<file path="src/design/difm_pkg.sv">
package difm_pkg;

    // Function select codes carried by each input's select field
    typedef enum logic [4:0] {
        FN_NOT_USED    = 5'h00,
        FN_ACC2_DEC2   = 5'h01,
        FN_JOG         = 5'h02,
        FN_AUX_FAULT   = 5'h03,
        FN_PRESET      = 5'h04,
        FN_LOCAL       = 5'h05,
        FN_COMM        = 5'h06,
        FN_CLEAR_FAULT = 5'h07,
        FN_RAMP_STOP   = 5'h08,
        FN_COAST_STOP  = 5'h09,
        FN_DCINJ_STOP  = 5'h0A,
        FN_JOG_FWD     = 5'h0B,
        FN_JOG_REV     = 5'h0C,
        FN_VOLT_REF    = 5'h0D,
        FN_CURR_REF    = 5'h0E,
        FN_ANLG_INVERT = 5'h1A
    } difm_func_t;

    localparam int          SEL_W        = 5;
    localparam int          NUM_INPUTS   = 2;
    localparam logic [4:0]  SEL_RESET    = 5'h04;

    // Register byte offsets
    localparam logic [7:0]  OFF_SELECT   = 8'h00;
    localparam logic [7:0]  OFF_STATUS   = 8'h04;
    localparam logic [7:0]  OFF_REQUEST  = 8'h08;
    localparam logic [7:0]  OFF_FAULT    = 8'h0C;

    // Field positions in the select register
    localparam int          SEL1_LSB     = 0;
    localparam int          SEL2_LSB     = 8;

    // Field positions in the fault register
    localparam int          FLT_AUX_BIT  = 0;

    // Bit positions in the request register
    localparam int          RQ_ACC2      = 0;
    localparam int          RQ_JOG       = 1;
    localparam int          RQ_JOG_FWD   = 2;
    localparam int          RQ_JOG_REV   = 3;
    localparam int          RQ_PRESET    = 4;
    localparam int          RQ_LOCAL     = 5;
    localparam int          RQ_COMM      = 6;
    localparam int          RQ_CLR_FLT   = 7;
    localparam int          RQ_RAMP      = 8;
    localparam int          RQ_COAST     = 9;
    localparam int          RQ_DCINJ     = 10;
    localparam int          RQ_VREF      = 11;
    localparam int          RQ_IREF      = 12;
    localparam int          RQ_INVERT    = 13;
    localparam int          RQ_W         = 14;

endpackage

</file>
<file path="src/design/difm_mapper.sv">
// The address map and the APB interface to the registers were chosen for this implementation.
`timescale 1ns/1ps
// Summary of operation
// RL1: Each input has its own select code, acting only on that input's state.
// RL2: Software changes select codes only while the drive is stopped.
// RL3: Code 0 does nothing, but the input state stays readable in status.
// RL4: Code 1 active selects the second accel/decel pair, jog ramps excepted.
// RL5: Codes 1 and 6 are assigned to at most one input each; the select register accepts either code on both inputs.
// RL6: Code 2 active jogs at jog rate to jog frequency; release ramps to stop.
// RL7: A valid start command overrides any jog, jog forward or jog reverse request.
// RL8: Code 3 raises the auxiliary input fault when the input is removed.
// RL9: Code 4, the default, selects presets with priority over the reference source.
// RL10: Code 5 active makes the keypad the start and speed source.
// RL11: Code 6 active makes the communications device the command source.
// RL12: Code 7 active clears the active fault.
// RL13: Code 8 active forces ramp to stop, regardless of stop mode.
// RL14: Code 9 active forces coast to stop, regardless of stop mode.
// RL15: Code 10 active starts DC injection stop, regardless of stop mode.
// RL16: Codes 11 and 12 request forward and reverse jog, ramping to stop on release.
// RL17: Code 13 active picks the voltage analog reference, start source untouched.
// RL18: Code 14 active picks the current analog reference, start source untouched.
// RL19: Code 26 active inverts the scaling of the analog range in use.
// RL20: Reserved codes 15 to 25 and above 26 act like code 0.
module difm_mapper
    import difm_pkg::*;
#(
    parameter int ADDR_W = 8
) (
    input  wire logic                  clock,
    input  wire logic                  reset,
    input  wire logic                  psel,
    input  wire logic                  penable,
    input  wire logic                  pwrite,
    input  wire logic [ADDR_W-1:0]     paddr,
    input  wire logic [31:0]           pwdata,
    output logic                       pready,
    output logic [31:0]                prdata,
    output logic                       pslverr,
    input  wire logic [NUM_INPUTS-1:0] din,
    input  wire logic                  drive_running,
    input  wire logic                  start_valid,
    output logic                       accel2_sel,
    output logic                       jog_req,
    output logic                       jog_fwd_req,
    output logic                       jog_rev_req,
    output logic [NUM_INPUTS-1:0]      preset_sel,
    output logic                       preset_override,
    output logic                       local_src,
    output logic                       comm_src,
    output logic                       fault_clear,
    output logic                       ramp_stop,
    output logic                       coast_stop,
    output logic                       dcinj_stop,
    output logic                       volt_ref_sel,
    output logic                       curr_ref_sel,
    output logic                       analog_invert,
    output logic                       aux_fault_evt,
    output logic                       aux_fault_flag
);

    // Offsets are 8-bit constants, so a narrower bus could not reach them
    if (ADDR_W < 8 || ADDR_W > 32) begin : g_addr_w_bad
        $error("difm_mapper: ADDR_W must be 8 to 32");
    end

    ////////////////////////////////////////////////////////////////////////////////
    // Input sampling and select registers

    logic [NUM_INPUTS-1:0] din_r;
    logic [NUM_INPUTS-1:0] din_prev_r;
    logic [SEL_W-1:0]      sel_r [NUM_INPUTS];
    logic [RQ_W-1:0]       req_r;
    logic [RQ_W-1:0]       req_nxt;
    logic                  aux_fall;
    logic                  setup_wr;
    logic                  addr_sel;
    logic                  addr_status;
    logic                  addr_req;
    logic                  addr_fault;
    logic                  addr_ok;
    logic                  sel_refused;
    logic [NUM_INPUTS-1:0] sel_inert;

    always_ff @(posedge clock) begin
        if (reset) begin
            din_r      <= '0;
            din_prev_r <= '0;
        end else begin
            din_r      <= din;
            din_prev_r <= din_r;
        end
    end

    assign setup_wr    = psel && !penable && pwrite;
    assign addr_sel    = paddr == ADDR_W'(OFF_SELECT);
    assign addr_status = paddr == ADDR_W'(OFF_STATUS);
    assign addr_req    = paddr == ADDR_W'(OFF_REQUEST);
    assign addr_fault  = paddr == ADDR_W'(OFF_FAULT);
    assign addr_ok     = addr_sel || addr_status || addr_req || addr_fault;
    // Changing a function under a running motor could drop a stop or jog mid-ramp
    assign sel_refused = addr_sel && drive_running;

    always_ff @(posedge clock) begin
        if (reset) begin
            sel_r[0] <= SEL_RESET;
            sel_r[1] <= SEL_RESET;
        end else if (setup_wr && addr_sel && !drive_running) begin // RL2
            sel_r[0] <= pwdata[SEL1_LSB +: SEL_W];
            sel_r[1] <= pwdata[SEL2_LSB +: SEL_W];
        end
    end

    ////////////////////////////////////////////////////////////////////////////////
    // Function decode; unknown codes match no entry and do nothing

    function automatic logic hit(input logic [4:0] code);
        logic any;
        any = 1'b0;
        for (int i = 0; i < NUM_INPUTS; i++) begin
            if (din_r[i] && sel_r[i] == code) begin // RL1 RL20
                any = 1'b1;
            end
        end
        return any;
    endfunction

    always_comb begin
        req_nxt              = '0;
        req_nxt[RQ_ACC2]     = hit(FN_ACC2_DEC2); // RL4
        req_nxt[RQ_JOG]      = hit(FN_JOG) && !start_valid; // RL6 RL7
        req_nxt[RQ_JOG_FWD]  = hit(FN_JOG_FWD) && !start_valid; // RL16 RL7
        req_nxt[RQ_JOG_REV]  = hit(FN_JOG_REV) && !start_valid; // RL16 RL7
        req_nxt[RQ_PRESET]   = hit(FN_PRESET); // RL9
        req_nxt[RQ_LOCAL]    = hit(FN_LOCAL); // RL10
        req_nxt[RQ_COMM]     = hit(FN_COMM); // RL11
        req_nxt[RQ_CLR_FLT]  = hit(FN_CLEAR_FAULT); // RL12
        req_nxt[RQ_RAMP]     = hit(FN_RAMP_STOP); // RL13
        req_nxt[RQ_COAST]    = hit(FN_COAST_STOP); // RL14
        req_nxt[RQ_DCINJ]    = hit(FN_DCINJ_STOP); // RL15
        req_nxt[RQ_VREF]     = hit(FN_VOLT_REF); // RL17
        req_nxt[RQ_IREF]     = hit(FN_CURR_REF); // RL18
        req_nxt[RQ_INVERT]   = hit(FN_ANLG_INVERT); // RL19
    end

    always_ff @(posedge clock) begin
        if (reset) begin
            req_r <= '0;
        end else begin
            req_r <= req_nxt;
        end
    end

    always_ff @(posedge clock) begin
        if (reset) begin
            preset_sel <= '0;
        end else begin
            for (int i = 0; i < NUM_INPUTS; i++) begin
                preset_sel[i] <= din_r[i] && sel_r[i] == FN_PRESET; // RL9
            end
        end
    end

    assign accel2_sel      = req_r[RQ_ACC2];
    assign jog_req         = req_r[RQ_JOG];
    assign jog_fwd_req     = req_r[RQ_JOG_FWD];
    assign jog_rev_req     = req_r[RQ_JOG_REV];
    assign preset_override = req_r[RQ_PRESET];
    assign local_src       = req_r[RQ_LOCAL];
    assign comm_src        = req_r[RQ_COMM];
    assign fault_clear     = req_r[RQ_CLR_FLT];
    assign ramp_stop       = req_r[RQ_RAMP];
    assign coast_stop      = req_r[RQ_COAST];
    assign dcinj_stop      = req_r[RQ_DCINJ];
    assign volt_ref_sel    = req_r[RQ_VREF];
    assign curr_ref_sel    = req_r[RQ_IREF];
    assign analog_invert   = req_r[RQ_INVERT];

    ////////////////////////////////////////////////////////////////////////////////
    // Auxiliary fault: removal of an input selected to code 3 raises it

    always_comb begin
        aux_fall = 1'b0;
        for (int i = 0; i < NUM_INPUTS; i++) begin
            if (din_prev_r[i] && !din_r[i] && sel_r[i] == FN_AUX_FAULT) begin // RL8
                aux_fall = 1'b1;
            end
        end
    end

    always_ff @(posedge clock) begin
        if (reset) begin
            aux_fault_evt <= 1'b0;
        end else begin
            aux_fault_evt <= aux_fall; // RL8
        end
    end

    // A new removal wins over a clear in the same cycle
    always_ff @(posedge clock) begin
        if (reset) begin
            aux_fault_flag <= 1'b0;
        end else if (aux_fall) begin
            aux_fault_flag <= 1'b1; // RL8
        end else if (req_nxt[RQ_CLR_FLT]) begin
            aux_fault_flag <= 1'b0; // RL12
        end else if (setup_wr && addr_fault && pwdata[FLT_AUX_BIT]) begin
            aux_fault_flag <= 1'b0;
        end
    end

    ////////////////////////////////////////////////////////////////////////////////
    // APB slave: answer given in the first access cycle, no wait states

    always_ff @(posedge clock) begin
        if (reset) begin
            pready  <= 1'b0;
            pslverr <= 1'b0;
        end else begin
            pready  <= psel && !penable;
            pslverr <= psel && !penable && (!addr_ok || (pwrite && sel_refused));
        end
    end

    always_ff @(posedge clock) begin
        if (reset) begin
            prdata <= 32'h0000_0000;
        end else if (psel && !penable && !pwrite) begin
            prdata <= 32'h0000_0000;
            if (addr_sel) begin
                prdata[SEL1_LSB +: SEL_W] <= sel_r[0];
                prdata[SEL2_LSB +: SEL_W] <= sel_r[1];
            end else if (addr_status) begin
                prdata[NUM_INPUTS-1:0] <= din_r; // RL3
            end else if (addr_req) begin
                prdata[RQ_W-1:0] <= req_r;
            end else if (addr_fault) begin
                prdata[FLT_AUX_BIT] <= aux_fault_flag;
            end
        end
    end

    ////////////////////////////////////////////////////////////////////////////////
    // Checks

    // Codes that must leave every request low: unused and reserved
    always_comb begin
        for (int i = 0; i < NUM_INPUTS; i++) begin
            sel_inert[i] = sel_r[i] == FN_NOT_USED
                           || (sel_r[i] > FN_CURR_REF && sel_r[i] != FN_ANLG_INVERT);
        end
    end

    sel_hold_a: assert property (@(posedge clock) disable iff (reset) // RL2
        drive_running |=> $stable(sel_r[0]) && $stable(sel_r[1]))
        else $error("select changed while running");

    status_pin_a: assert property (@(posedge clock) disable iff (reset) // RL3
        (psel && !penable && !pwrite && addr_status)
            |=> prdata[NUM_INPUTS-1:0] == $past(din_r))
        else $error("status lost input");

    acc2_map_a: assert property (@(posedge clock) disable iff (reset) // RL4
        (din_r[0] && sel_r[0] == FN_ACC2_DEC2) |=> accel2_sel)
        else $error("second ramp pair not selected");

    jog_start_a: assert property (@(posedge clock) disable iff (reset) // RL7
        start_valid |=> !jog_req && !jog_fwd_req && !jog_rev_req)
        else $error("jog not overridden by start");

    jog_map_a: assert property (@(posedge clock) disable iff (reset) // RL6
        ((din_r[0] && sel_r[0] == FN_JOG || din_r[1] && sel_r[1] == FN_JOG)
         && !start_valid) |=> jog_req)
        else $error("jog request missing");

    aux_fault_a: assert property (@(posedge clock) disable iff (reset) // RL8
        (sel_r[1] == FN_AUX_FAULT && $fell(din_r[1])) |=> aux_fault_evt && aux_fault_flag)
        else $error("aux fault not raised on removal");

    preset_map_a: assert property (@(posedge clock) disable iff (reset) // RL9
        preset_override |-> $past(din_r[0] && sel_r[0] == FN_PRESET
                                   || din_r[1] && sel_r[1] == FN_PRESET))
        else $error("preset override without cause");

    stop_map_a: assert property (@(posedge clock) disable iff (reset) // RL13
        ramp_stop |-> $past(din_r[0] && sel_r[0] == FN_RAMP_STOP
                             || din_r[1] && sel_r[1] == FN_RAMP_STOP))
        else $error("ramp stop without cause");

    coast_map_a: assert property (@(posedge clock) disable iff (reset) // RL14
        (din_r[0] && sel_r[0] == FN_COAST_STOP || din_r[1] && sel_r[1] == FN_COAST_STOP)
            |=> coast_stop)
        else $error("coast stop not forced");

    dcinj_map_a: assert property (@(posedge clock) disable iff (reset) // RL15
        (din_r[0] && sel_r[0] == FN_DCINJ_STOP || din_r[1] && sel_r[1] == FN_DCINJ_STOP)
            |=> dcinj_stop)
        else $error("dc injection stop not forced");

    unused_code_a: assert property (@(posedge clock) disable iff (reset) // RL20
        (sel_inert == '1) |=> req_r == '0 && preset_sel == '0)
        else $error("reserved code acted");

    apb_answer_a: assert property (@(posedge clock) disable iff (reset)
        (psel && !penable) |=> pready)
        else $error("apb answer late");

endmodule

</file>
<file path="config.mk">
export PLATFORM = sky130hd
export DESIGN_NAME = difm_mapper
export DESIGN_NICKNAME = d
export VERILOG_FILES = /design/src/design/difm_pkg.sv /design/src/design/difm_mapper.sv
export SDC_FILE = /design/constraint.sdc
export NUM_CORES = 1
export LEC_CHECK = 0
export ABC_AREA = 1
export CAP_MARGIN = 25
export CORE_AREA = 4 4 106 58
export CTS_CLUSTER_DIAMETER = 120
export CTS_CLUSTER_SIZE = 24
export DETAILED_ROUTE_END_ITERATION = 8
export DIE_AREA = 0 0 110 62
export DONT_BUFFER_PORTS = 1
export PLACE_DENSITY = 0.63
export SLEW_MARGIN = 20
export SYNTH_ARGS = -nofsm -noshare
export SYNTH_HDL_FRONTEND = slang
export SYNTH_SLANG_ARGS = --single-unit
</file>
<file path="constraint.sdc">
create_clock -name clock -period 2.1 [get_ports clock]
set_clock_uncertainty 0.2 [all_clocks]
set_input_delay 0.105 -clock clock [delete_from_list [all_inputs] [get_ports clock]]
set_output_delay 0.105 -clock clock [all_outputs]
set_load 0.02 [all_outputs]
</file>
==> results.yml, run 1 <==
status:
  status: "finished, final reports clean"
die:
  dieHeight_um: 62
  num_rows: 19
  pin_count: 101
  die_w_um: 110
  die_area_um2: 6820
  start_util_pct: 43.4
  core_area_um2: 5250
cells_and_area:
  antenna_cells: 0
  final_cell_area_um2: 2720
  seq_area_um2: 1060
  area_delta_synth_final_pct: 19.4
  drive_gt1_share_pct: 11.5
  final_common_cell: "inv_1"
  stdcell_count: 404
  fillers: 530
  multi_input_area_um2: 938
  final_cell_mix: "inv_1, nand2_1, dfxtp_1"
  nets: 379
min_path:
  whs_endpoint: "prdata[8]"
  hp-class: "in2reg"
  whs_path_depth: 6
  worstHoldStart: "pwrite"
placed_design:
  place.gp.congestion: 0.983
  dpl.cell_count: 363
  dp_worst_setup_slack_ps: 528
  portBuffers: 0
  postPlaceCellArea_um2: 2270
  hpwl_um: 4380
drt:
  postRouteAntennaNets: 0
  drt_iter0_drc: 212
  viasPerCell: 4.89
  routedWlPerCell_um: 15.1
  wl_um: 6100
  drt_pre_antenna_iters: 5
  vias: 1975
  drc: 0
run:
  max_cap_violations: 0
clock_tree:
  clock_latency_ps: 300
  clock-sinks: 48
  cts_root_buf: "clkbuf_8"
  h-tree-depth: 2
  cts_buffers: 5
  clkTransAtPathRegs_ps: 90
  cts_buffer_depth: 2
  cts_tree: "built"
synth:
  synth_area_leader_cell: "dfxtp_1"
  synth_compound_area_share_pct: 12.9
  synth-simple-area-share_pct: 23.9
  netlist_top_cells_area: "dfxtp_1, edfxtp_1, inv_1"
  ys_seq_area_share_pct: 46.5
  yosys.area_share.adder_pct: 0
  synth_seq_cells: 48
  synth_mux_area_share_pct: 0
  ys_warn_count: 0
  synth_xor_area_share_pct: 0
  synth_top_area_share_pct: 33.4
  synth_cell_type_count: 28
  synth_top_family_by_area: "simple AND/OR/NAND/NOR gates"
  synth_area_um2: 2280
  netlist_instances: 296
  avgSynthCellArea_um2: 7.70
worst_setup_path:
  r2r_slack_ps: 50
  r2r_end: "req_r[10]"
  slowest_delay_ps: 570
  r2r.worst_path.cells: 7
  rr_startpoint: "din_r[0]"
  cp_num_buf_inv: 3
  crit_fanout: 5
  crit_path_top_delay_cell: "dlygate4sd3_1"
  cp-start-kind: "register"
  path_cells: "inv_1 > nor2_4 > inv_1 > nor3_2 > nand2_1 > a21oi_1 > dlygate4sd3_1"
  cp_data_required_time_ps: 2140
  critPathCaptureType: "register"
  path_class: "reg2reg"
  cp_data_arrival_time_ps: 2090
  cp_common_cell: "inv_1"
  crit_family: "buffers and inverters"
global_routing:
  grt_pass1_wl_um: 9550
  grt_pass1_vias: 1865
  grt_use_met2_pct: 26.9
  track_usage_pct: 18.8
  grt_overflow: 0
  use_met3_pct: 6.30
  antenna_found_initial: 0
  gr-max-usage-layer: "met1"
  grtUsageMet1_pct: 27.6
  grt_max_degree: 18
power_and_ir_drop:
  p_leak_nw: 1.25
  pwr_density_cell_nw_per_um2: 648
  ir_worst_vdd_mv: 0.351
sta:
  clock.fmax_mhz: 489
  hold_viol: 0
  setup_viol: 0
  worst_hold_slack_ps: 38.8
  fin_ws_ps: 53.0
  finalCritPeriodShare_pct: 97.5
  period_needed_ps: 2050
  maxSlewHeadroom_pct: 58.6
  worst_pin_slew_ps: 619
  slew_viol_final: 0
  rsz0062_at_grt: "yes"
==> state kept, by name (all words and copies together) (netlist names) <==
register and flops:
din_r 2, din_prev_r 2, aux_fault_evt 1, prdata 14, sel_r 10, preset_sel 2
pready 1, pslverr 1, req_r 14, aux_fault_flag 1
==> synth_stat cells (all sizes together) <==
master and instances:
nand3 14, a22oi 3, dfxtp 38, buf 23, o21a 8, clkinv 1
nand4 5, clkbuf 1, a21oi 24, nor3 5, nor4 1, nor2 42
conb 1, o21ai 17, nand2 44, inv 54, edfxtp 10, or2 4
a31oi 1
==> cells by family (layout without fill, tap and decap cells) <==
kind of cell           count (synthesis)  after routing
and+or+nand+nor                      115            115
buffers and inverters                 79             97
AOI/OAI and AO/OA                     53             53
DFF                                   48             48
other                                  1             18
==> worst max path at each step <==
stage	from	end	slack (ps)	cells after the start
final	din_r[0]	req_r[10]	50	7
after global routing	din_r[0]	req_r[10]	-60	7
after CTS	din_r[0]	req_r[10]	20	7
after detailed placement	din_r[0]	req_r[2]	530	6
after global placement	sel_r[0][7]	req_r[4]	530	5
after floorplan	reset	sel_r[0][0]	720	4
==> final cells by class <==
| class | count | share of cell area, % |
|---|---|---|
| Tap cell | 73 | 3.36 |
| Timing Repair Buffer | 34 | 12.1 |
| Inverter | 55 | 7.72 |
| Clock buffer | 8 | 3.31 |
| Multi-Input combinational cell | 186 | 34.5 |
| Sequential cell | 48 | 39.0 |
==> power breakdown <==
part           switching (W)  internal [W]  leakage (nW)
Combinational       0.000117     0.0000606         0.801
Sequential         0.0000457      0.000968         0.405
Clock               0.000302      0.000269        0.0455
==> metrics by stage <==
stage	power, W	TNS, ps	utilization [%]
floorplan	0.00117	0	-
global placement	0.00117	0	43.3
detailed placement	0.00117	0	43.3
CTS	0.00176	0	50.5
global route	0.00185	-101	51.8
finish	0.00176	0	51.8
==> worst reg2reg max path, delay by kind of cell, from the launching register on <==
family,cells,cell delay [ps]
buffers and inverters,3,790
flip-flops,1,390
AO/OA/AOI/OAI,1,150
AND/OR/NAND/NOR,3,460
==> routing by layer <==
| layer | routed length [um] | vias to the layer above | part of all wire [%] |
|---|---|---|---|
| met1 | 2880 | 890 | 47 |
| met3 | 752 | 7 | 12 |
| li1 | - | 970 | - |
| met4 | 36 | 0 | 0.59 |
| met2 | 2420 | 108 | 40 |
| met5 | 0 | - | 0 |
==> what timing repair did <==
| item | in CTS | in global routing |
|---|---|---|
| endpoints found under the setup margin | 0 | 15 |
| endpoints found under the hold margin | 46 | 0 |
| hold buffers | 29 | 0 |
| buffers inserted | 0 | 4 |
| gates resized for setup | 0 | 8 |
(Power assumes the default switching activity.)
==> inputs of run 2 (changes only) <==
- MAX_ROUTING_LAYER: unset -> met4
==> results.yml, run 2 (synthesis gave the netlist of run 1 again) <==
status:
  status: "finished, final reports clean"
clock_tree:
  cts_buffer_depth: 2
  cts_buffers: 5
  clock_latency_ps: 300
  clkTransAtPathRegs_ps: 90
  cts_root_buf: "clkbuf_8"
  h-tree-depth: 2
  clock-sinks: 48
  cts_tree: "built"
drt:
  viasPerCell: 4.83
  routedWlPerCell_um: 14.5
  drt_pre_antenna_iters: 5
  vias: 1938
  drc: 0
  wl_um: 5820
  postRouteAntennaNets: 0
  drt_iter0_drc: 178
cells_and_area:
  antenna_cells: 0
  final_cell_mix: "inv_1, nand2_1, dfxtp_1"
  nets: 376
  final_common_cell: "inv_1"
  fillers: 517
  area_delta_synth_final_pct: 17.8
  final_core_util_pct: 51.1
  drive_gt1_share_pct: 11.9
  seq_area_um2: 1060
  multi_input_area_um2: 922
  top_regs: "prdata x14, req_r x14, sel_r x10"
min_path:
  hp-class: "in2reg"
  whs_path_depth: 6
  worstHoldStart: "pwrite"
  whs_endpoint: "prdata[11]"
worst_setup_path:
  rr_startpoint: "sel_r[0][9]"
  path_class: "reg2reg"
  crit_fanout: 5
  cp.depth: 6
  cp_data_arrival_time_ps: 2100
  cp_num_buf_inv: 2
  r2r.worst_path.cells: 6
  critPathCaptureType: "register"
  r2r_slack_ps: 40
  cp-start-kind: "register"
  crit_path_top_delay_cell: "dlygate4sd3_1"
  cp_data_required_time_ps: 2140
  path_cells: "nor2_4 > inv_1 > nor3_2 > nand2_1 > a21oi_1 > dlygate4sd3_1"
  r2r_end: "req_r[10]"
  slowest_delay_ps: 550
  crit_family: "buffers and inverters"
sta:
  worst_pin_slew_ps: 634
  finalSetupTns_ps: 0
  slew_viol_final: 0
  clock.fmax_mhz: 485
  rsz0062_at_grt: "yes"
  maxSlewHeadroom_pct: 57.6
  setup_viol: 0
  finalCritPeriodShare_pct: 98.1
  hold_viol: 0
  period_needed_ps: 2060
power_and_ir_drop:
  p_leak_nw: 1.23
  pwr_density_cell_nw_per_um2: 652
  ir_worst_vdd_mv: 0.279
global_routing:
  track_usage_pct: 18.2
  grt_overflow: 0
  grt_max_degree: 18
  antenna_found_initial: 0
  grt_pass1_vias: 1788
  grt_pass1_wl_um: 8950
die:
  start_util_pct: 43.4
  die_w_um: 110
  dieHeight_um: 62
  core_area_um2: 5250
  pin_count: 101
  die_area_um2: 6820
  num_rows: 19
placed_design:
  place.gp.congestion: 0.987
  portBuffers: 0
  hpwl_um: 4380
run:
  max_cap_violations: 0
run 2: cell count changes in the layout (fill, tap and decap cells not counted), sizes merged:
cell	previous run	this run
clkinv	0	2
buf	5	2
clkbuf	8	6
run 2: power by group:
group / internal, W / switching [W]
clock network: 0.000263 / 0.000302
logic: 0.0000586 / 0.000113
registers: 0.000969 / 0.0000454
total: 0.00129 / 0.000461
run 2: final cells by class:
class,count,share of cell area (%)
clock buffers,6,3.07
clock inverters,2,0.373
inverters,55,7.82
multi-input cells,186,34.3
flip-flops and latches,48,39.5
well taps,73,3.40
repair buffers,31,11.5
run 2: worst min-delay path: stages:
cell,delay (ps)
nor2_4,30
inv_2,170
a21oi_1,60
o21ai_0,80
nand2_1,50
inv_1,40
run 2: how the worst max path moves through the flow:
stage                startpoint  slack (ps)           to
detailed placement  sel_r[0][9]         530     req_r[8]
CTS                       reset          40     req_r[4]
floorplan                 reset         720  sel_r[0][0]
global placement    sel_r[0][7]         540     req_r[4]
finish              sel_r[0][9]          40    req_r[10]
global route           din_r[0]         -40    req_r[12]
run 2: per-stage QoR:
| stage | hold WS [ps] | worst slack (ps) | cell area, um2 | power (W) | instances |
|---|---|---|---|---|---|
| finish | 45.8 | 39.9 | 2690 | 0.00175 | 401 |
| global route | 76.4 | -41.0 | 2690 | 0.00183 | 401 |
| CTS | 27.0 | 35.2 | 2660 | 0.00176 | 400 |
| detailed placement | -19.6 | 528 | 2270 | 0.00117 | 363 |
| global placement | -19.8 | 542 | 2270 | 0.00117 | 363 |
| floorplan | 12.0 | 722 | 2340 | 0.00117 | 313 |
run 2: what timing repair did:
action,4_1_cts,5_1_grt
buffers inserted,0,1
hold buffers,29,0
setup endpoints to repair,0,16
endpoints found under the hold margin,46,0
gates resized for setup,0,8
run 2: per-layer routing:
metal / global-route usage (%) / part of all wire (%)
met1: 26.0 / 51
met2: 24.3 / 39
met3: 6.30 / 10
met4: 4.26 / 0.65
met5: - / 0
==> inputs of run 3 (changes only) <==
- clock period: 2.1 -> 1.95 ns (I/O delays scaled with it)
==> results.yml, run 3 (synthesis gave the netlist of run 1 again) <==
worst_setup_path:
  slowest_delay_ps: 580
  cp-start-kind: "input port"
  critPathCaptureType: "register"
  cp_data_required_time_ps: 1990
  r2r_slack_ps: 110
  cp_num_buf_inv: 3
  crit_fanout: 2
  path_class: "in2reg"
  crit_family: "buffers and inverters"
  cp_data_arrival_time_ps: 1880
  path_cells: "dlygate4sd3_1 > nand2_1 > nor2_1 > nand3_1 > nand2_1 > inv_1 > nand2_1 > nand2_1 > a21oi_1 > dlygate4sd3_1"
  cp_common_cell: "nand2_1"
  crit_path_top_delay_cell: "dlygate4sd3_1"
power_and_ir_drop:
  pwr_density_cell_nw_per_um2: 685
  p_leak_nw: 1.30
  ir_worst_vdd_mv: 0.394
min_path:
  hp-class: "in2reg"
die:
  num_rows: 19
  die_area_um2: 6820
  start_util_pct: 43.4
  core_area_um2: 5250
  dieHeight_um: 62
  die_w_um: 110
  pin_count: 101
sta:
  finalCritPeriodShare_pct: 94.3
  worst_pin_slew_ps: 596
  hold_viol: 0
  setup_viol: 0
  slew_viol_final: 0
  maxSlewHeadroom_pct: 60.1
  period_needed_ps: 1840
  clock.fmax_mhz: 544
  rsz0062_at_grt: "no"
  finalSetupTns_ps: 0
global_routing:
  grt_overflow: 0
  antenna_found_initial: 0
  track_usage_pct: 19.6
  grt_pass1_vias: 1927
  grt_pass1_wl_um: 9700
  grt_max_degree: 18
placed_design:
  place.gp.congestion: 0.994
  dpl.cell_count: 364
  portBuffers: 0
  hpwl_um: 4390
drt:
  routedWlPerCell_um: 14.9
  drt_pre_antenna_iters: 4
  postRouteAntennaNets: 0
  vias: 1978
  drt_iter0_drc: 150
  drc: 0
  wl_um: 6180
  viasPerCell: 4.75
cells_and_area:
  final_cell_mix: "inv_1, nand2_1, dlygate4sd3_1"
  antenna_cells: 0
  top_regs: "prdata x14, req_r x14, sel_r x10"
  drive_gt1_share_pct: 12.5
  nets: 391
  area_delta_synth_final_pct: 24.1
  final_common_cell: "inv_1"
  stdcell_count: 416
  fillers: 529
run:
  max_cap_violations: 0
clock_tree:
  clkTransAtPathRegs_ps: 80
  cts_buffers: 5
  h-tree-depth: 2
  cts_buffer_depth: 2
  cts_root_buf: "clkbuf_8"
  clock-sinks: 48
  cts_tree: "built"
  clock_latency_ps: 290
status:
  status: "finished, final reports clean"
## run 3: through the flow
| stage | hold slack (ps) | setup WS [ps] | area [um2] | util [%] | power, W |
|---|---|---|---|---|---|
| floorplan | 4.47 | 580 | 2340 | - | 0.00126 |
| global placement | -29.1 | 404 | 2280 | 43.4 | 0.00126 |
| detailed placement | -28.1 | 370 | 2280 | 43.4 | 0.00126 |
| CTS | 11.9 | 24.7 | 2790 | 53.1 | 0.00194 |
| global route | 38.8 | 0.347 | 2830 | 53.9 | 0.00204 |
| finish | 11.7 | 111 | 2830 | 53.9 | 0.00194 |
## run 3: timing repair
action / CTS / global route
gates resized for setup: 0 / 8
setup buffers: 0 / 4
setup endpoints to repair: 0 / 3
hold buffers: 41 / 0
endpoints found under the hold margin: 46 / 0
## run 3: final timing paths
| path | start | to | cells past startpoint |
|---|---|---|---|
| min reg2reg | req_r[13] | prdata[13] | 2 |
| max reg2reg | din_r[1] | req_r[5] | 7 |
| max | paddr[2] | prdata[0] | 10 |
| min | paddr[0] | prdata[1] | 5 |
## run 3: per-layer routing
| layer | routed length, um | GRT usage, % | share of wire (%) | up-vias |
|---|---|---|---|---|
| li1 | - | - | - | 985 |
| met1 | 2860 | 27.2 | 46 | 904 |
| met2 | 2590 | 28.7 | 42 | 87 |
| met3 | 727 | 6.71 | 12 | 2 |
| met4 | 4 | 1.60 | 0.065 | 0 |
| met5 | 0 | - | 0 | - |
## run 3: final cells by class
type	count	area, um2	area share, %
Multi-Input combinational cell	186	925	32.7
Timing Repair Buffer	46	445	15.7
Tap cell	73	91.3	3.23
Clock buffer	8	100	3.54
Sequential cell	48	1060	37.5
Inverter	55	206	7.29
## run 3: tightest hold or removal path: cells and delay by family
family / cells / cell delay (ps)
AOI/OAI and AO/OA: 2 / 230
and+or+nand+nor: 3 / 140
## run 3: report_power, final
part | internal, W | switching, W
logic | 0.0000739 | 0.000125
clock network | 0.000324 | 0.000325
registers | 0.00104 | 0.0000481
total | 0.00144 | 0.000499
